[src/rtl/lsar_defines.vh]
// Register map, field positions, reset values and timing for the load switch and converter registers
`ifndef LSAR_DEFINES_VH
`define LSAR_DEFINES_VH

// ==================================================
// Register offsets
`define LSAR_ADDR_SW7      8'h15
`define LSAR_ADDR_ADCTL    8'h16
`define LSAR_ADDR_RESLO    8'h17
`define LSAR_ADDR_RESHI    8'h18
`define LSAR_ADDR_SPARE    8'h1b

// ==================================================
// Switch seven control fields
`define LSAR_SW7_TO        7
`define LSAR_SW7_OC        6
`define LSAR_SW7_OT        5
`define LSAR_SW7_PG        4
`define LSAR_SW7_WT_HI     3
`define LSAR_SW7_WT_LO     2
`define LSAR_SW7_ADIS      1
`define LSAR_SW7_EN        0
`define LSAR_SW7_CTL_RST   4'h2

// ==================================================
// Converter control fields
`define LSAR_AD_START      6
`define LSAR_AD_EOC        5
`define LSAR_AD_REF        4
`define LSAR_AD_CH_HI      3
`define LSAR_AD_CH_LO      0
`define LSAR_AD_CH_RST     4'h0
`define LSAR_AD_EOC_RST    1'b1
`define LSAR_CH_GAP        4'hb
`define LSAR_CH_LAST       4'hd
`define LSAR_RES_W         10
`define LSAR_RES_LO_W      8

// ==================================================
// Spare register fields
`define LSAR_SP_RELOAD     7
`define LSAR_SPARE_RST     7'h00

// ==================================================
// Serial port
`define LSAR_I2C_ADDR_DEF  7'h2a
`define LSAR_BYTE_BITS     4'h8
`define LSAR_SYNC_RST      6'h30

// ==================================================
// Timing
`define LSAR_CLK_MHZ       40
`define LSAR_WAIT0_US      200
`define LSAR_WAIT1_US      800
`define LSAR_WAIT2_US      1600
`define LSAR_WAIT3_US      3200
`define LSAR_TMR_W         18

`endif

[src/rtl/lsar_conv_seq.v]
// Conversion sequencer for the monitoring converter
`timescale 1ns/1ps
`default_nettype none
`include "lsar_defines.vh"

module lsar_conv_seq (
    input  wire                   clk_sys,
    input  wire                   sys_rst,
    input  wire                   startPulse,
    input  wire [3:0]             channelSel,
    input  wire                   convAck,
    input  wire [`LSAR_RES_W-1:0] convDataIn,
    output wire                   convReq,
    output wire [3:0]             convChannel,
    output wire                   donePulse,
    output wire [`LSAR_RES_W-1:0] convResult
);

    localparam SQ_IDLE = 1'b0;
    localparam SQ_BUSY = 1'b1;

    reg                   state_r;
    reg                   req_r;
    reg                   done_r;
    reg [3:0]             chan_r;
    reg [`LSAR_RES_W-1:0] result_r;

    wire chUnused = (channelSel == `LSAR_CH_GAP) || (channelSel > `LSAR_CH_LAST);

    // ==================================================
    // Sequence
    always @(posedge clk_sys) begin
        if (sys_rst) begin
            state_r  <= SQ_IDLE;
            req_r    <= 1'b0;
            done_r   <= 1'b0;
            chan_r   <= `LSAR_AD_CH_RST;
            result_r <= {`LSAR_RES_W{1'b0}};
        end else begin
            done_r <= 1'b0;
            case (state_r)
                SQ_IDLE: begin
                    if (startPulse) begin
                        chan_r <= channelSel;
                        if (chUnused) begin
                            result_r <= {`LSAR_RES_W{1'b0}};
                            done_r   <= 1'b1;
                        end else begin
                            req_r   <= 1'b1;
                            state_r <= SQ_BUSY;
                        end
                    end
                end
                SQ_BUSY: begin
                    if (convAck) begin
                        req_r    <= 1'b0;
                        result_r <= convDataIn;
                        done_r   <= 1'b1;
                        state_r  <= SQ_IDLE;
                    end
                end
                default: begin
                    state_r <= SQ_IDLE;
                end
            endcase
        end
    end

    assign convReq     = req_r;
    assign convChannel = chan_r;
    assign donePulse   = done_r;
    assign convResult  = result_r;

endmodule // lsar_conv_seq
`default_nettype wire

[src/rtl/lsar_regs.v]
// Switch seven, converter and spare registers behind a serial slave port
`timescale 1ns/1ps
`default_nettype none
`include "lsar_defines.vh"

module lsar_regs #(
    parameter [6:0]             SLAVE_ADDR = `LSAR_I2C_ADDR_DEF,
    parameter [`LSAR_TMR_W-1:0] WAIT0_CYC  = `LSAR_WAIT0_US * `LSAR_CLK_MHZ,
    parameter [`LSAR_TMR_W-1:0] WAIT1_CYC  = `LSAR_WAIT1_US * `LSAR_CLK_MHZ,
    parameter [`LSAR_TMR_W-1:0] WAIT2_CYC  = `LSAR_WAIT2_US * `LSAR_CLK_MHZ,
    parameter [`LSAR_TMR_W-1:0] WAIT3_CYC  = `LSAR_WAIT3_US * `LSAR_CLK_MHZ
) (
    input  wire                   clk_sys,
    input  wire                   sys_rst,
    input  wire                   sclIn,
    input  wire                   sdaIn,
    output wire                   sdaOut,
    output wire                   sdaOeN,
    input  wire                   sw7CurLimitIn,
    input  wire                   sw7OvercurrentIn,
    input  wire                   sw7OvertempIn,
    input  wire                   sw7PowerGoodIn,
    output wire                   sw7Enable,
    output wire                   sw7AutoDischargeEn,
    output wire [1:0]             sw7LimitWaitSel,
    output wire                   convRefEnable,
    output wire                   convReq,
    output wire [3:0]             convChannel,
    input  wire                   convAck,
    input  wire [`LSAR_RES_W-1:0] convDataIn
);

    localparam ST_IDLE = 3'h0;
    localparam ST_ADDR = 3'h1;
    localparam ST_AACK = 3'h2;
    localparam ST_WR   = 3'h3;
    localparam ST_WACK = 3'h4;
    localparam ST_RD   = 3'h5;
    localparam ST_RACK = 3'h6;

    // ==================================================
    // Input synchronisers
    reg  [5:0] syncA_r;
    reg  [5:0] syncB_r;
    reg        sclPrev_r;
    reg        sdaPrev_r;
    wire [5:0] asyncIn = {sclIn, sdaIn, sw7CurLimitIn, sw7OvercurrentIn, sw7OvertempIn, sw7PowerGoodIn};

    always @(posedge clk_sys) begin
        if (sys_rst) begin
            syncA_r   <= `LSAR_SYNC_RST;
            syncB_r   <= `LSAR_SYNC_RST;
            sclPrev_r <= 1'b1;
            sdaPrev_r <= 1'b1;
        end else begin
            syncA_r   <= asyncIn;
            syncB_r   <= syncA_r;
            sclPrev_r <= syncB_r[5];
            sdaPrev_r <= syncB_r[4];
        end
    end

    wire sclS     = syncB_r[5];
    wire sdaS     = syncB_r[4];
    wire curLimS  = syncB_r[3];
    wire ocS      = syncB_r[2];
    wire otS      = syncB_r[1];
    wire pgS      = syncB_r[0];
    wire sclRise  = sclS & ~sclPrev_r;
    wire sclFall  = ~sclS & sclPrev_r;
    wire startDet = sclS & sclPrev_r & sdaPrev_r & ~sdaS;
    wire stopDet  = sclS & sclPrev_r & ~sdaPrev_r & sdaS;

    // ==================================================
    // Serial slave
    reg [2:0] state_r;
    reg [3:0] bitCnt_r;
    reg [7:0] rxShift_r;
    reg [7:0] txShift_r;
    reg [7:0] ptr_r;
    reg       rdMode_r;
    reg       firstByte_r;
    reg       nack_r;
    reg       sdaDrv_r;
    reg       wrEn_r;
    reg [7:0] rdData;

    always @(posedge clk_sys) begin
        if (sys_rst) begin
            state_r     <= ST_IDLE;
            bitCnt_r    <= 4'h0;
            rxShift_r   <= 8'h00;
            txShift_r   <= 8'h00;
            ptr_r       <= 8'h00;
            rdMode_r    <= 1'b0;
            firstByte_r <= 1'b0;
            nack_r      <= 1'b0;
            sdaDrv_r    <= 1'b0;
            wrEn_r      <= 1'b0;
        end else begin
            wrEn_r <= 1'b0;
            if (startDet) begin
                state_r  <= ST_ADDR;
                bitCnt_r <= 4'h0;
                sdaDrv_r <= 1'b0;
            end else if (stopDet) begin
                state_r  <= ST_IDLE;
                sdaDrv_r <= 1'b0;
            end else begin
                case (state_r)
                    ST_ADDR, ST_WR: begin
                        if (sclRise) begin
                            rxShift_r <= {rxShift_r[6:0], sdaS};
                            bitCnt_r  <= bitCnt_r + 4'h1;
                        end else if (sclFall && bitCnt_r == `LSAR_BYTE_BITS) begin
                            if (state_r == ST_ADDR) begin
                                if (rxShift_r[7:1] == SLAVE_ADDR) begin
                                    rdMode_r <= rxShift_r[0];
                                    sdaDrv_r <= 1'b1;
                                    state_r  <= ST_AACK;
                                end else begin
                                    state_r <= ST_IDLE;
                                end
                            end else begin
                                sdaDrv_r <= 1'b1;
                                state_r  <= ST_WACK;
                                if (firstByte_r) begin
                                    ptr_r <= rxShift_r;
                                end else begin
                                    wrEn_r <= 1'b1;
                                end
                            end
                        end
                    end
                    ST_AACK, ST_RACK: begin
                        if (sclRise) begin
                            nack_r <= sdaS;
                        end else if (sclFall) begin
                            bitCnt_r <= 4'h0;
                            if (state_r == ST_RACK && nack_r) begin
                                sdaDrv_r <= 1'b0;
                                state_r  <= ST_IDLE;
                            end else if (rdMode_r) begin
                                txShift_r <= rdData;
                                sdaDrv_r  <= ~rdData[7];
                                state_r   <= ST_RD;
                            end else begin
                                sdaDrv_r    <= 1'b0;
                                firstByte_r <= 1'b1;
                                state_r     <= ST_WR;
                            end
                        end
                    end
                    ST_WACK: begin
                        if (sclFall) begin
                            sdaDrv_r    <= 1'b0;
                            bitCnt_r    <= 4'h0;
                            firstByte_r <= 1'b0;
                            if (!firstByte_r) begin
                                ptr_r <= ptr_r + 8'h01;
                            end
                            state_r <= ST_WR;
                        end
                    end
                    ST_RD: begin
                        if (sclRise) begin
                            bitCnt_r <= bitCnt_r + 4'h1;
                        end else if (sclFall) begin
                            if (bitCnt_r == `LSAR_BYTE_BITS) begin
                                sdaDrv_r <= 1'b0;
                                ptr_r    <= ptr_r + 8'h01;
                                state_r  <= ST_RACK;
                            end else begin
                                txShift_r <= {txShift_r[6:0], 1'b0};
                                sdaDrv_r  <= ~txShift_r[6];
                            end
                        end
                    end
                    default: begin
                        sdaDrv_r <= 1'b0;
                        state_r  <= ST_IDLE;
                    end
                endcase
            end
        end
    end

    assign sdaOut = 1'b0;
    assign sdaOeN = ~sdaDrv_r;

    // ==================================================
    // Write decode
    wire [7:0] wrData  = rxShift_r;
    wire       wrSw7   = wrEn_r && (ptr_r == `LSAR_ADDR_SW7);
    wire       wrAd    = wrEn_r && (ptr_r == `LSAR_ADDR_ADCTL);
    wire       wrSpare = wrEn_r && (ptr_r == `LSAR_ADDR_SPARE);

    // ==================================================
    // Register contents
    reg [3:0]             sw7Ctl_r;
    reg                   timeout_r;
    reg                   switchOn_r;
    reg [`LSAR_TMR_W-1:0] waitCnt_r;
    reg [`LSAR_TMR_W-1:0] waitTarget;
    reg [3:0]             convCh_r;
    reg                   convRef_r;
    reg                   convStart_r;
    reg                   convDone_r;
    reg [6:0]             userSpareBits_r;
    reg                   reload_r;
    wire                  seqDone;
    wire [`LSAR_RES_W-1:0] convResult;

    wire startReq = wrAd && wrData[`LSAR_AD_START] && !convStart_r;
    wire timerHit = sw7Ctl_r[`LSAR_SW7_EN] && !timeout_r && curLimS && (waitCnt_r == waitTarget - 1'b1);

    always @* begin
        case (sw7Ctl_r[`LSAR_SW7_WT_HI:`LSAR_SW7_WT_LO])
            2'h0:    waitTarget = WAIT0_CYC;
            2'h1:    waitTarget = WAIT1_CYC;
            2'h2:    waitTarget = WAIT2_CYC;
            default: waitTarget = WAIT3_CYC;
        endcase
    end

    always @(posedge clk_sys) begin
        if (sys_rst || reload_r) begin
            sw7Ctl_r        <= `LSAR_SW7_CTL_RST;
            timeout_r       <= 1'b0;
            waitCnt_r       <= {`LSAR_TMR_W{1'b0}};
            switchOn_r      <= 1'b0;
            convCh_r        <= `LSAR_AD_CH_RST;
            convRef_r       <= 1'b0;
            convStart_r     <= 1'b0;
            convDone_r      <= `LSAR_AD_EOC_RST;
            userSpareBits_r <= `LSAR_SPARE_RST;
        end else begin
            if (wrSw7) begin
                sw7Ctl_r <= wrData[`LSAR_SW7_WT_HI:`LSAR_SW7_EN];
            end
            if (sw7Ctl_r[`LSAR_SW7_EN] && !timeout_r && curLimS) begin
                waitCnt_r <= waitCnt_r + 1'b1;
            end else begin
                waitCnt_r <= {`LSAR_TMR_W{1'b0}};
            end
            if (timerHit) begin
                timeout_r <= 1'b1;
            end else if (wrSw7 && !wrData[`LSAR_SW7_EN]) begin
                timeout_r <= 1'b0;
            end
            switchOn_r <= sw7Ctl_r[`LSAR_SW7_EN] && !timeout_r && !timerHit;
            if (wrAd) begin
                convRef_r <= wrData[`LSAR_AD_REF];
                convCh_r  <= wrData[`LSAR_AD_CH_HI:`LSAR_AD_CH_LO];
            end
            if (startReq) begin
                convStart_r <= 1'b1;
            end else if (seqDone) begin
                convStart_r <= 1'b0;
            end
            if (seqDone) begin
                convDone_r <= 1'b1;
            end else if (startReq) begin
                convDone_r <= 1'b0;
            end
            if (wrSpare) begin
                userSpareBits_r <= wrData[6:0];
            end
        end
    end

    always @(posedge clk_sys) begin
        if (sys_rst) begin
            reload_r <= 1'b0;
        end else begin
            reload_r <= wrSpare && wrData[`LSAR_SP_RELOAD] && !reload_r;
        end
    end

    // ==================================================
    // Conversion sequencer
    lsar_conv_seq u_seq (
        .clk_sys     (clk_sys),
        .sys_rst     (sys_rst),
        .startPulse  (startReq),
        .channelSel  (wrData[`LSAR_AD_CH_HI:`LSAR_AD_CH_LO]),
        .convAck     (convAck),
        .convDataIn  (convDataIn),
        .convReq     (convReq),
        .convChannel (convChannel),
        .donePulse   (seqDone),
        .convResult  (convResult)
    );

    // ==================================================
    // Read mux
    always @* begin
        rdData = 8'h00;
        case (ptr_r)
            `LSAR_ADDR_SW7: begin
                rdData = {timeout_r, ocS, otS, pgS, sw7Ctl_r};
            end
            `LSAR_ADDR_ADCTL: begin
                rdData = {1'b0, convStart_r, convDone_r, convRef_r, convCh_r};
            end
            `LSAR_ADDR_RESLO: begin
                rdData = convResult[`LSAR_RES_LO_W-1:0];
            end
            `LSAR_ADDR_RESHI: begin
                rdData = {6'h00, convResult[`LSAR_RES_W-1:`LSAR_RES_LO_W]};
            end
            `LSAR_ADDR_SPARE: begin
                rdData = {reload_r, userSpareBits_r};
            end
            default: begin
                rdData = 8'h00;
            end
        endcase
    end

    assign sw7Enable          = switchOn_r;
    assign sw7AutoDischargeEn = sw7Ctl_r[`LSAR_SW7_ADIS];
    assign sw7LimitWaitSel    = sw7Ctl_r[`LSAR_SW7_WT_HI:`LSAR_SW7_WT_LO];
    assign convRefEnable      = convRef_r;

endmodule // lsar_regs
`default_nettype wire

[config.mk]
export PLATFORM = sky130hd
export DESIGN_NAME = lsar_regs
export DESIGN_NICKNAME = d
export VERILOG_FILES = /design/src/rtl/lsar_conv_seq.v /design/src/rtl/lsar_regs.v
export VERILOG_INCLUDE_DIRS = /design/src /design/src/rtl
export SDC_FILE = /design/constraint.sdc
export NUM_CORES = 1
export LEC_CHECK = 0
export ABC_AREA = 1
export BUFFER_PORTS_ARGS = -buffer_cell sky130_fd_sc_hd__buf_2
export CORE_MARGIN = 2
export CORE_UTILIZATION = 55
export DETAILED_ROUTE_END_ITERATION = 8
export GPL_ROUTABILITY_DRIVEN = 0
export HOLD_SLACK_MARGIN = 0.02
export PLACE_DENSITY = 0.81
export SYNTH_ARGS = -nofsm -noshare
export SYNTH_HDL_FRONTEND = slang
export SYNTH_SLANG_ARGS = --single-unit
export TNS_END_PERCENT = 30
[constraint.sdc]
create_clock -name clk_sys -period 2 [get_ports clk_sys]
set_input_delay 0.4 -clock clk_sys [delete_from_list [all_inputs] [get_ports clk_sys]]
set_output_delay 0.4 -clock clk_sys [all_outputs]
set_load 0.03 [all_outputs]
Word level (Yosys, flattened, before mapping)
Cells that the tools add are included.
- flip-flop bits (word level): 105
- input bits: 19
- output and inout port bits: 12
- logic and storage cells: 229
- add/subtract/negate cells: 4
- order comparisons: 1
- eq/ne operators: 46
- muxes and demuxes: 78
- bitwise operators: 21
- reductions and logical operators: 49
- operator list (kind ; count):
    $mux W8 ; 9
    $pmux W17 S3 ; 1
    $mux W7 ; 7
    $eq A8 B5 Y1 const B ; 5
    $pmux W8 S5 ; 1
    $ne A2 B2 Y1 const B ; 18
    $mux W3 ; 11
    $mux W1 ; 32
    $ne A4 B4 Y1 const B ; 8
    $reduce_and A8 Y1 ; 4
    $mux W10 ; 3
    $pmux W8 S3 ; 1
    $pmux W10 S2 ; 1
    $add A18 B1 Y18 const B ; 1
    $eq A18 B18 Y1 ; 1
    $sub A18 B1 Y18 const B ; 1
    $logic_and A1 B1 Y1 ; 14
    $not A1 Y1 ; 14
    $pmux W7 S2 ; 1
    $mux W4 ; 3
    $pmux W3 S4 ; 1
    $pmux W4 S3 ; 1
    $reduce_and A12 Y1 ; 1
    $reduce_and A4 Y1 ; 3
    other kinds (28) ; 57

Depth between registers and ports, before layout
Gate-level depths: netlist (run 1).
- depth in word-level cells: 8
- gate-level depth with buffers: 11
- mapped depth without buffers: 11

Cells and area by module
From an unflattened synthesis (run 1), not the netlist that was laid out.
- cell total of the unflattened synthesis: 767
- area, all modules: 5341.4 um^2
- by module, submodules not included (module ; times used ; cells each ; area each (um^2) ; seq. area each (um^2)):
    lsar_regs ; 1 ; 685 ; 4642.0 ; 1761.7
    lsar_conv_seq ; 1 ; 82 ; 699.4 ; 340.3

Worst setup path after synthesis (run 1)
OpenSTA, ideal clock, no wires.
- path type: register -> register
- start: reg ptr_r[0]
- end: reg userSpareBits_r[2]
- setup time: 0.119 ns
- arrival time: 1.473 ns
- required time: 1.881 ns
- slack: 0.407 ns
- stages on the path, launching flop included: 9
- path buffers: 0
- period minus slack after synthesis: 1.593 ns
- path through: dfxtp_1 -> ha_1 -> inv_1 -> nor2_1 -> nand2_1 -> nor2_1 -> inv_1 -> o21ai_0 -> a21oi_1
- longest elaborated chain between the ends: 2
- ends and longest elaborated chain (item ; RTL line ; RTL):
    start, declared ; lsar_regs.v:80 ; reg [7:0] ptr_r;
    start signal, assigned ; lsar_regs.v:128 ; ptr_r <= rxShift_r;
    start signal, assigned ; lsar_regs.v:160 ; ptr_r <= ptr_r + 8'h01;
    start signal, assigned ; lsar_regs.v:171 ; ptr_r <= ptr_r + 8'h01;
    $eq A8 B5 Y1 ; n/a ;
    $logic_and A1 B1 Y1 ; lsar_regs.v:196 ; wire wrSpare = wrEn_r && (ptr_r == `LSAR_ADDR_SPARE);
    end signal, assigned ; lsar_regs.v:236 ; userSpareBits_r <= `LSAR_SPARE_RST;
    end signal, assigned ; lsar_regs.v:267 ; userSpareBits_r <= wrData[6:0];
    end, declared ; lsar_regs.v:209 ; reg [6:0] userSpareBits_r;
No other way between the ends.
A chain may end at the register's enable or synchronous reset.

Worst setup path after layout (run 1)
- start: reg ptr_r[0]
- end: reg u_seq.req_r (netlist: u_seq.convReq)
- longest elaborated chain between the ends: 6
- ends and longest elaborated chain (item ; RTL line ; RTL):
    $eq A8 B5 Y1 ; n/a ;
    $logic_and A1 B1 Y1 ; lsar_regs.v:195 ; wire wrAd = wrEn_r && (ptr_r == `LSAR_ADDR_ADCTL);
    $logic_and A1 B1 Y1 (2 in a row) ; lsar_regs.v:214 ; wire startReq = wrAd && wrData[`LSAR_AD_START] && !convStart_r;
    $ne A2 B2 Y1 (no source line) ; n/a ;
    $reduce_and A3 Y1 (no source line) ; n/a ;
    end signal, assigned ; lsar_conv_seq.v:35 ; req_r <= 1'b0;
    end signal, assigned ; lsar_conv_seq.v:49 ; req_r <= 1'b1;
    end signal, assigned ; lsar_conv_seq.v:56 ; req_r <= 1'b0;
    end, declared ; lsar_conv_seq.v:23 ; reg req_r;
No other way between the ends.

==> results of run 1 <==
## power breakdown
| group | leakage, nW | total (mW) | switching [mW] | internal [mW] |
|---|---|---|---|---|
| clock | 0.108 | 1.40 | 0.765 | 0.631 |
| combinational | 1.53 | 0.774 | 0.520 | 0.255 |
| sequential | 0.850 | 2.27 | 0.0832 | 2.18 |
| total | 2.48 | 4.44 | 1.37 | 3.07 |
## worst register-to-register path: stages (launching register included)
cell and delay [ns]:
sky130_fd_sc_hd__dfxtp_1 0.37, sky130_fd_sc_hd__inv_1 0.09, sky130_fd_sc_hd__ha_1 0.14, sky130_fd_sc_hd__inv_1 0.08, sky130_fd_sc_hd__nor2_8 0.19, sky130_fd_sc_hd__nand3_4 0.16
sky130_fd_sc_hd__nor2_8 0.16, sky130_fd_sc_hd__buf_4 0.15, sky130_fd_sc_hd__nand2_4 0.06, sky130_fd_sc_hd__or2_1 0.25, sky130_fd_sc_hd__a21oi_1 0.12
## cells in the mapped netlist (all sizes together) (2+ instances only)
master / instances
a21oi: 63
buf: 10
clkbuf: 9
dfxtp: 105
ha: 15
inv: 92
nand2: 136
nand3: 78
nand4: 10
nor2: 111
nor3: 10
nor3b: 5
o21a: 3
o21ai: 63
o22ai: 3
or2: 9
xnor2: 2
xor2: 7
## path summary, 6_finish.rpt
check | endpoint | slack, ns | startpoint
hold reg to reg | syncB_r[2] | 0.41 | syncA_r[2]
hold / removal | syncA_r[4] | 0.20 | sdaIn
setup / recovery | u_seq.convReq | 0.18 | ptr_r[0]
setup reg to reg | u_seq.convReq | 0.18 | ptr_r[0]
## layout by cell type (no fill, tap or decap), types with 3 or more instances in the layout
master	count
sky130_fd_sc_hd__dfxtp_1	104
sky130_fd_sc_hd__nand3_2	3
sky130_fd_sc_hd__buf_2	29
sky130_fd_sc_hd__nand2_1	128
sky130_fd_sc_hd__o22ai_1	3
sky130_fd_sc_hd__nor2_2	6
sky130_fd_sc_hd__nand2_2	4
sky130_fd_sc_hd__nand3_1	74
sky130_fd_sc_hd__or2_2	7
sky130_fd_sc_hd__a21oi_1	63
sky130_fd_sc_hd__o21ai_0	59
sky130_fd_sc_hd__nor3_1	10
sky130_fd_sc_hd__inv_6	3
sky130_fd_sc_hd__clkbuf_8	10
sky130_fd_sc_hd__inv_2	6
sky130_fd_sc_hd__ha_1	15
sky130_fd_sc_hd__nor2_4	3
sky130_fd_sc_hd__buf_4	16
sky130_fd_sc_hd__o21a_1	3
sky130_fd_sc_hd__inv_1	85
sky130_fd_sc_hd__xor2_1	7
sky130_fd_sc_hd__nand4_1	10
sky130_fd_sc_hd__nor2_1	100
sky130_fd_sc_hd__nor3b_1	5
sky130_fd_sc_hd__nand2_4	4
## cells by family (layout without fill, tap and decap cells)
| group | Yosys count | after routing | share of synthesized area |
|---|---|---|---|
| buf+inv | 111 | 154 | 0.0843 |
| flops | 105 | 105 | 0.402 |
| compound gates | 138 | 138 | 0.139 |
| simple gates | 362 | 362 | 0.322 |
| other cells | 1 | 1 | 0.000718 |
| fa+ha+maj | 15 | 15 | 0.0359 |
| xor+xnor | 9 | 9 | 0.0151 |
## timing repair
item                       4_1_cts  5_1_grt
resized for setup                0        1
setup endpoints to repair        0        2
hold buffers                     0        0
buffers inserted                 0        2
## routing by layer
metal	up-vias	wire length, µm	track usage
met5	-	0	0
met1	2260	5510	0.316
met2	167	5820	0.412
met4	0	261	0.0925
li1	2481	-	-
met3	21	633	0.0414
## flip-flops by register name, summed over array words and instances, names as in the netlist, 4 cells and up
signal,cells
waitCnt_r,18
u_seq.convResult,10
ptr_r,8
rxShift_r,8
txShift_r,7
userSpareBits_r,7
syncA_r,6
syncB_r,6
bitCnt_r,4
convCh_r,4
sw7Ctl_r,4
u_seq.convChannel,4
## through the flow
stage | area, µm² | setup TNS (ns) | power, mW | utilization
2_1_floorplan | 5220 | 0 | 2.88 | -
3_3_place_gp | 5560 | 0 | 3.03 | 0.602
3_5_place_dp | 5560 | 0 | 3.06 | 0.602
4_1_cts | 5770 | 0 | 4.42 | 0.625
5_1_grt | 5790 | -0.00310 | 4.63 | 0.627
6_report | 5790 | 0 | 4.44 | 0.627
## layout make-up
class | count | area share
flip-flops and latches | 105 | 0.363
well taps | 129 | 0.0279
inverters | 92 | 0.0601
multi-input cells | 525 | 0.463
clock inverters | 6 | 0.0128
repair buffers | 46 | 0.0493
clock buffers | 10 | 0.0238
==> run_results.csv, run 1 <==
group,metric,value,unit
global_route,grt_remaining_overflow,0,
final_layout,multiInputGateArea,0.00268,mm²
die,start_util,0.565,
route,drt_pass1_iterations,5,
global_route,grt_pass1_vias,4487,
route,drt_wl_total,12200,µm
final_layout,final_layout_net_count,813,
final_layout,drive_above_1_share,0.131,
synth,synth.avg_cell_area,7.05,µm²
synth,synth_largest_area_cell,"sky130_fd_sc_hd__dfxtp_1",
global_route,grt_usage,0.245,
placement,placement.io_buffers,29,
synth,mappedNetlistArea,0.00522,mm²
synth,asyncSetResetFlopFracSynth,0,
clock_tree,number_of_buffers_between_clock_root_and_the_deepest_sink,2,
synth,biggest_area_contributors_in_the_synthesized_netlist,"sky130_fd_sc_hd__dfxtp_1, sky130_fd_sc_hd__nand2_1, sky130_fd_sc_hd__nor2_1",
critical_path,worst-r2r-cell-count,10,
synth,ys_types,42,
sta,timing_hold_violations_final,0,
synth,synth-main-ff-cell,"sky130_fd_sc_hd__dfxtp_1",
final_layout,regArea,0.00210,mm²
sta,final-setup-viol-count,0,
critical_path,cp_cell_sequence,"inv_1, ha_1, inv_1, nor2_8, nand3_4, nor2_8, buf_4, nand2_4, or2_1, a21oi_1",
die,die-height,101,µm
sta,hold_ws,0.200,ns
synth,yosys_warnings,0,
route,vias_per_cell,5.40,
sta,fmax,0.548,GHz
route,ant_nets,0,
pwr,power_leakage,2.48,nW
critical_path,cp_num_cells,10,
placement,post-place-ws,0.190,ns
clock_tree,tritoncts_buffers,9,
critical_path,timing.critical_path.slowest_stage_cell,"sky130_fd_sc_hd__dfxtp_1",
die,floorplan.die_area,0.0103,mm²
route,via_count,4929,
final_layout,post_layout_nonfiller_instances,913,
pwr,power.density_cell_area,766,mW/mm²
critical_path,critical-path-top-delay-family,"simple AND/OR/NAND/NOR gates",
clock_tree,cts_sinks,105,
critical_path,timing.critical_path.buf_inv,3,
die,die_width,101,µm
placement,placed_insts,895,
route,dr.first_iter.drc_count,238,
sta,final.setup_skew,0.0120,ns
route,route.detailed.wl_per_inst,13.4,µm
sta,final_min_period_over_clock_period,0.912,
synth,number_of_enable_flip_flop_cells_after_synthesis,0,
clock_tree,tritoncts_clock_tree,"yes",
critical_path,worstPathArrival,2.14,ns
placement,dpl.hpwl,9070,µm
final_layout,fillers,819,
synth,postSynthRegisterBits,105,
critical_path,data_required_time_of_the_critical_path,2.32,ns
run,timing.max_cap.violations,0,
critical_path,max_stage_delay,0.37,ns
global_route,grt_first_pass_wirelength,20300,µm
sta,slew_violations,0,
sta,layout_min_cycle_time,1.82,ns
synth,syn_nets,775,
status,status,"completed",
min_path,hold_depth,2,
final_layout,antenna_cells,0,
critical_path,critical_path_source_type,"flop",
synth,synthCells,741,
clock_tree,worst_skew_pair.late_latency,0.38,ns
pwr,vdd_ir_drop_max,0.000461,V
synth,yosysSeqAreaShare,0.402,
clock_tree,cts_max_level,3,
clock_tree,clk_root_buffer_cell,"sky130_fd_sc_hd__clkbuf_8",
final_layout,flow.area_growth_from_synthesis,10.9,%
sta,setup_slack,0.175,ns
route,drcViolationCount,0,
die,num_io_pins,31,
critical_path,criticalPathCategory,"reg2reg",
critical_path,timing.critical_path.fanout_max,8,
critical_path,worstSetupEndpointType,"flop",
die,placeableCoreArea,0.00924,mm²
clock_tree,cts.clk_slew.worst_paths,0.10,ns
die,placement_rows,35,
global_route,grt_start_max_net_pins,30,
global_route,antenna_found_initial,0,
min_path,worst_hold_path_type,"in2reg",
synth,synth_largest_type_area_fraction,0.402,
Note: power is estimated with default switching activity, not from simulation.
==> run 2, diff against run 1 <==
==> constraint.sdc (replaced) <==
create_clock -name clk_sys -period 2 [get_ports clk_sys]
set_input_delay 0.2 -clock clk_sys [delete_from_list [all_inputs] [get_ports clk_sys]]
set_output_delay 0.2 -clock clk_sys [all_outputs]
set_load 0.03 [all_outputs]
==> run 2 against run 1 <==
Net effect: via count about the same; sequential power about the same; total power up 3.2%; flip-flop and latch count unchanged; non-clock buffer count up 3; highest routed layer unchanged.
==> run_results.csv, run 2 (synthesis results as in run 1) <==
group,metric,value,unit
pwr,sw_frac_of_total,0.307,
clock_tree,worst_skew_pair.late_latency,0.39,ns
route,vias_per_cell,5.38,
clock_tree,clk_root_buffer_cell,"sky130_fd_sc_hd__clkbuf_8",
final_layout,final_layout_net_count,816,
critical_path,criticalPathCategory,"reg2reg",
critical_path,worstPathArrival,2.15,ns
sta,final_min_period_over_clock_period,0.918,
placement,placement.io_buffers,29,
sta,slew_violations,0,
route,via_count,4927,
clock_tree,tritoncts_buffers,9,
sta,fin_tns_setup,0,ns
final_layout,largest_reg_flops,18,
route,drt_pass1_iterations,7,
placement,post-place-ws,0.188,ns
pwr,share_of_total_power_in_the_clock_network,0.335,
sta,final.setup_skew,0.00982,ns
sta,timing_hold_violations_final,0,
route,ant_nets,0,
pwr,vdd_ir_drop_max,0.000461,V
die,die-height,101,µm
die,placeableCoreArea,0.00924,mm²
clock_tree,number_of_buffers_between_clock_root_and_the_deepest_sink,2,
min_path,worst_hold_path_type,"in2reg",
sta,setup_slack,0.163,ns
critical_path,critical_path_source_type,"flop",
final_layout,antenna_cells,0,
critical_path,timing.critical_path.fanout_max,7,
sta,hold_ws,0.0434,ns
critical_path,reg2reg_from,"ptr_r[0]",
sta,final-setup-viol-count,0,
critical_path,worst-r2r-cell-count,8,
critical_path,cp-startpoint,"ptr_r[0]",
final_layout,layout_common_cells,"sky130_fd_sc_hd__nand2_1, sky130_fd_sc_hd__dfxtp_1, sky130_fd_sc_hd__nor2_1, sky130_fd_sc_hd__inv_1, sky130_fd_sc_hd__nand3_1",
route,dr.first_iter.drc_count,250,
critical_path,crit_path_end,"userSpareBits_r[0]",
die,num_io_pins,31,
clock_tree,cts_sinks,105,
pwr,p_seq_frac,0.495,
clock_tree,cts_max_level,3,
pwr,power.density_cell_area,784,mW/mm²
placement,dpl.hpwl,9130,µm
route,drcViolationCount,0,
route,route.detailed.wl_per_inst,13.6,µm
die,die_width,101,µm
final_layout,fillers,815,
die,start_util,0.565,
global_route,grt_remaining_overflow,0,
clock_tree,cts.clk_slew.worst_paths,0.11,ns
pwr,p_switching,1.40,mW
pwr,total_power,4.58,mW
global_route,grt_start_max_net_pins,30,
sta,layout_min_cycle_time,1.84,ns
pwr,power.share.combinational,0.170,
pwr,power_leakage,2.50,nW
global_route,grt_first_pass_wirelength,20500,µm
final_layout,largest_register,"waitCnt_r",
global_route,grt_pass1_vias,4563,
die,placement_rows,35,
clock_tree,tritoncts_clock_tree,"yes",
final_layout,drive_above_1_share,0.127,
final_layout,final_core_util,0.632,
final_layout,flow.area_growth_from_synthesis,11.8,%
sta,rsz_0062_raised_after_global_routing,"false",
sta,fmax,0.544,GHz
critical_path,worstSetupEndpointType,"flop",
route,drt_wl_total,12400,µm
pwr,p_int,3.17,mW
critical_path,timing.reg2reg.setup_slack,0.16,ns
die,floorplan.die_area,0.0103,mm²
status,status,"completed",
final_layout,mostFrequentLayoutCell,"sky130_fd_sc_hd__nand2_1",
critical_path,data_required_time_of_the_critical_path,2.32,ns
critical_path,worst_r2r_endpoint,"userSpareBits_r[0]",
global_route,grt_usage,0.249,
run,timing.max_cap.violations,0,
global_route,antenna_found_initial,0,
## run 2: cell types whose count changed in the layout (fill, tap and decap cells not counted)
cell	before	now
sky130_fd_sc_hd__clkinv_8	0	1
sky130_fd_sc_hd__clkbuf_8	10	9
sky130_fd_sc_hd__buf_12	1	0
sky130_fd_sc_hd__clkinv_4	2	1
sky130_fd_sc_hd__buf_4	16	14
sky130_fd_sc_hd__bufinv_16	1	2
sky130_fd_sc_hd__dlygate4sd3_1	0	6
## run 2: power groups by stage
stage / clock (mW) / sequential (mW) / combinational, mW
global placement: 0 / 2.31 / 0.724
global route: 1.61 / 2.28 / 0.874
floorplan: 0 / 2.29 / 0.588
finish: 1.54 / 2.27 / 0.777
CTS: 1.54 / 2.26 / 0.762
detailed placement: 0 / 2.31 / 0.742
## run 2: worst min path at each step
stage / start / to / slack [ns] / cells past startpoint
after floorplan: sdaIn / syncA_r[4] / 0.30 / 1
after global placement: sdaIn / syncA_r[4] / 0.38 / 2
after global routing: convDataIn[7] / u_seq.convResult[7] / 0.06 / 3
final: convDataIn[6] / u_seq.convResult[6] / 0.04 / 3
after detailed placement: sclIn / syncA_r[5] / 0.38 / 2
after CTS: convDataIn[6] / u_seq.convResult[6] / 0.04 / 3
## run 2: final cells by class
class | count | area (µm²) | share of cell area
Sequential cell | 105 | 2100 | 0.360
Timing Repair Buffer | 49 | 310 | 0.0532
Tap cell | 129 | 161 | 0.0276
Inverter | 92 | 348 | 0.0596
Clock buffer | 9 | 124 | 0.0212
Multi-Input combinational cell | 525 | 2680 | 0.459
Clock inverter | 7 | 111 | 0.0191
## run 2: what timing repair did
action,CTS,global route
gates resized for setup,0,1
hold endpoints to repair,6,0
setup buffers,0,0
hold buffers,6,0
endpoints found under the setup margin,0,1
## run 2: critical path, cell delays in order (launching register included)
cell and delay (ns):
sky130_fd_sc_hd__dfxtp_1 0.45, sky130_fd_sc_hd__ha_1 0.25, sky130_fd_sc_hd__inv_1 0.08, sky130_fd_sc_hd__nor2_1 0.21
sky130_fd_sc_hd__nand2_1 0.12, sky130_fd_sc_hd__nor2_1 0.25, sky130_fd_sc_hd__buf_4 0.20, sky130_fd_sc_hd__o21ai_0 0.07
sky130_fd_sc_hd__a21oi_1 0.12
## run 2: per-stage QoR
step,cell area (µm²),instances
after global placement,5540,894
after detailed placement,5540,894
after global routing,5840,916
after floorplan,5220,741
after CTS,5840,916
final,5840,916
## run 2: metal layers
| metal | GRT usage | vias to the layer above | wire length (µm) |
|---|---|---|---|
| met2 | 0.441 | 163 | 6100 |
| met4 | 0.0956 | 0 | 313 |
| met5 | 0 | - | 0 |
| met1 | 0.307 | 2257 | 5370 |
| met3 | 0.0317 | 24 | 648 |
| li1 | - | 2483 | - |
==> run 3, diff against run 2 <==
--- a/config.mk
+++ b/config.mk
@@ -13,7 +13,7 @@
 export DETAILED_ROUTE_END_ITERATION = 8
 export GPL_ROUTABILITY_DRIVEN = 0
 export HOLD_SLACK_MARGIN = 0.02
-export PLACE_DENSITY = 0.81
+export PLACE_DENSITY = 0.78
 export SYNTH_ARGS = -nofsm -noshare
 export SYNTH_HDL_FRONTEND = slang
 export SYNTH_SLANG_ARGS = --single-unit
==> run 3 against run 2 <==
Net effect: die area stayed put; clock power fell by 21%; non-clock buffer count is the same; final area fell by 1.0%; register-to-register slack hardly changed; maximum frequency hardly changed; combinational power grew 1%; sequential power is essentially flat; critical path type unchanged; largest power group unchanged.
==> run_results.csv, run 3 (synthesis results as in run 1) <==
group,metric,value,unit
status,status,"completed",
sta,final.setup_skew,0.0121,ns
critical_path,criticalPathCategory,"reg2reg",
die,placeableCoreArea,0.00924,mm²
die,placement_rows,35,
pwr,power.share.combinational,0.184,
clock_tree,cts_sinks,105,
clock_tree,cts_max_level,3,
critical_path,critical_path_source_type,"flop",
pwr,share_of_total_power_in_the_clock_network,0.285,
min_path,hold_depth,3,
critical_path,worstSetupEndpointType,"flop",
min_path,worst_hold_path_type,"in2reg",
global_route,grt_first_pass_wirelength,20900,µm
run,timing.max_cap.violations,0,
route,vias_per_cell,5.36,
final_layout,post_layout_nonfiller_instances,915,
route,via_count,4908,
final_layout,flow.area_growth_from_synthesis,10.7,%
pwr,p_seq_frac,0.530,
final_layout,drive_above_1_share,0.126,
final_layout,fillers,814,
final_layout,regArea,0.00210,mm²
global_route,antenna_found_initial,0,
min_path,beginning_of_the_worst_hold_path,"convDataIn[5]",
clock_tree,number_of_buffers_between_clock_root_and_the_deepest_sink,2,
sta,fin_tns_setup,0,ns
critical_path,worstPathArrival,2.11,ns
critical_path,data_required_time_of_the_critical_path,2.27,ns
critical_path,cp_cell_sequence,"inv_1, ha_1, inv_1, nor2_8, nand3_4, nor2_8, nand3_2, nand2_4, inv_4, a21oi_1, nor2_1",
die,die_width,101,µm
final_layout,largest_reg_flops,18,
clock_tree,tritoncts_clock_tree,"yes",
die,num_io_pins,31,
route,route.detailed.wl_per_inst,13.4,µm
global_route,grt_remaining_overflow,0,
sta,hold_ws,0.0527,ns
pwr,power_leakage,2.46,nW
sta,layout_min_cycle_time,1.84,ns
critical_path,timing.reg2reg.setup_slack,0.16,ns
route,drt_wl_total,12300,µm
route,drcViolationCount,0,
clock_tree,post_cts_buffers,0,
sta,rsz_0062_raised_after_global_routing,"true",
critical_path,worst-r2r-cell-count,11,
pwr,vdd_ir_drop_max,0.000431,V
final_layout,final_layout_net_count,816,
critical_path,worst_r2r_endpoint,"u_seq.convResult[1]",
pwr,sw_frac_of_total,0.319,
critical_path,timing.critical_path.buf_inv,3,
pwr,p_switching,1.36,mW
die,die-height,101,µm
clock_tree,tritoncts_buffers,9,
critical_path,reg2reg_from,"ptr_r[0]",
sta,slew_violations,0,
placement,dpl.hpwl,9140,µm
placement,detailed_place.area,0.00554,mm²
placement,post-place-ws,0.175,ns
global_route,grt_usage,0.254,
min_path,timing.hold.worst_endpoint,"u_seq.convResult[5]",
global_route,grt_pass1_vias,4448,
clock_tree,cts.clk_slew.worst_paths,0.10,ns
critical_path,timing.critical_path.fanout_max,10,
final_layout,largest_register,"waitCnt_r",
critical_path,timing.critical_path.slowest_stage_cell,"sky130_fd_sc_hd__dfxtp_1",
sta,final_min_period_over_clock_period,0.918,
final_layout,antenna_cells,0,
pwr,total_power,4.27,mW
sta,fmax,0.545,GHz
placement,placement.io_buffers,29,
route,ant_nets,0,
die,start_util,0.565,
pwr,power.density_cell_area,739,mW/mm²
sta,setup_slack,0.164,ns
clock_tree,clk_root_buffer_cell,"sky130_fd_sc_hd__clkbuf_8",
global_route,grt_start_max_net_pins,30,
die,floorplan.die_area,0.0103,mm²
critical_path,max_stage_delay,0.37,ns
clock_tree,worst_skew_pair.late_latency,0.38,ns
route,drt_pass1_iterations,5,
final_layout,mostFrequentLayoutCell,"sky130_fd_sc_hd__nand2_1",
critical_path,critical-path-top-delay-family,"simple AND/OR/NAND/NOR gates",
final_layout,multiInputGateArea,0.00268,mm²
sta,timing_hold_violations_final,0,
sta,final-setup-viol-count,0,
final_layout,final_design_area_excluding_fillers,0.00578,mm²
pwr,p_int,2.91,mW
route,dr.first_iter.drc_count,308,
final_layout,layout_common_cells,"sky130_fd_sc_hd__nand2_1, sky130_fd_sc_hd__dfxtp_1, sky130_fd_sc_hd__nor2_1, sky130_fd_sc_hd__inv_1, sky130_fd_sc_hd__nand3_1",
placement,placed_insts,894,
final_layout,final_core_util,0.625,
[run 3: cell types whose count changed in the layout (fill, tap and decap cells not counted)]
cell | before | now
sky130_fd_sc_hd__clkinv_8 | 1 | 0
sky130_fd_sc_hd__clkinvlp_4 | 0 | 2
sky130_fd_sc_hd__inv_8 | 0 | 1
sky130_fd_sc_hd__bufinv_16 | 2 | 0
sky130_fd_sc_hd__inv_6 | 3 | 1
sky130_fd_sc_hd__clkinv_4 | 1 | 2
[run 3: tightest hold or removal path, cell delays in order]
cell,delay (ns)
sky130_fd_sc_hd__buf_2,0.07
sky130_fd_sc_hd__nand3_1,0.07
sky130_fd_sc_hd__nand2_1,0.06
[run 3: layer usage]
metal / share of wire / GRT usage / vias up
li1: - / - / 2481
met5: 0 / 0 / -
met3: 0.059 / 0.0345 / 31
met4: 0.025 / 0.101 / 0
met1: 0.45 / 0.342 / 2222
met2: 0.47 / 0.414 / 174
[run 3: cell type report]
| type | count | share of cell area |
|---|---|---|
| flip-flops and latches | 105 | 0.364 |
| clock inverters | 6 | 0.00909 |
| multi-input cells | 525 | 0.464 |
| repair buffers | 49 | 0.0537 |
| clock buffers | 9 | 0.0214 |
| inverters | 92 | 0.0602 |
| well taps | 129 | 0.0279 |
[run 3: power groups by stage]
| stage | Clock [mW] | Combinational [mW] | Sequential, mW |
|---|---|---|---|
| detailed placement | 0 | 0.744 | 2.31 |
| finish | 1.22 | 0.787 | 2.26 |
| global route | 1.32 | 0.873 | 2.27 |
| global placement | 0 | 0.726 | 2.30 |
| floorplan | 0 | 0.588 | 2.29 |
| CTS | 1.24 | 0.765 | 2.26 |
[run 3: repair_timing]
item / CTS / global route
endpoints found under the hold margin: 6 / 0
hold buffers: 6 / 0
resized for setup: 0 / 1
setup endpoints to repair: 0 / 3
[run 3: worst max path at each step]
stage / from / slack (ns) / endpoint / cells past startpoint
2_1_floorplan: ptr_r[0] / 0.41 / userSpareBits_r[2] / 8
3_3_place_gp: sw7Ctl_r[2] / 0.21 / sw7Enable / 8
6_report: ptr_r[0] / 0.16 / u_seq.convResult[1] / 11
5_1_grt: bitCnt_r[0] / -0.009 / ptr_r[2] / 11
4_1_cts: ptr_r[0] / 0.15 / u_seq.convResult[1] / 11
3_5_place_dp: ptr_r[0] / 0.17 / u_seq.convResult[1] / 11
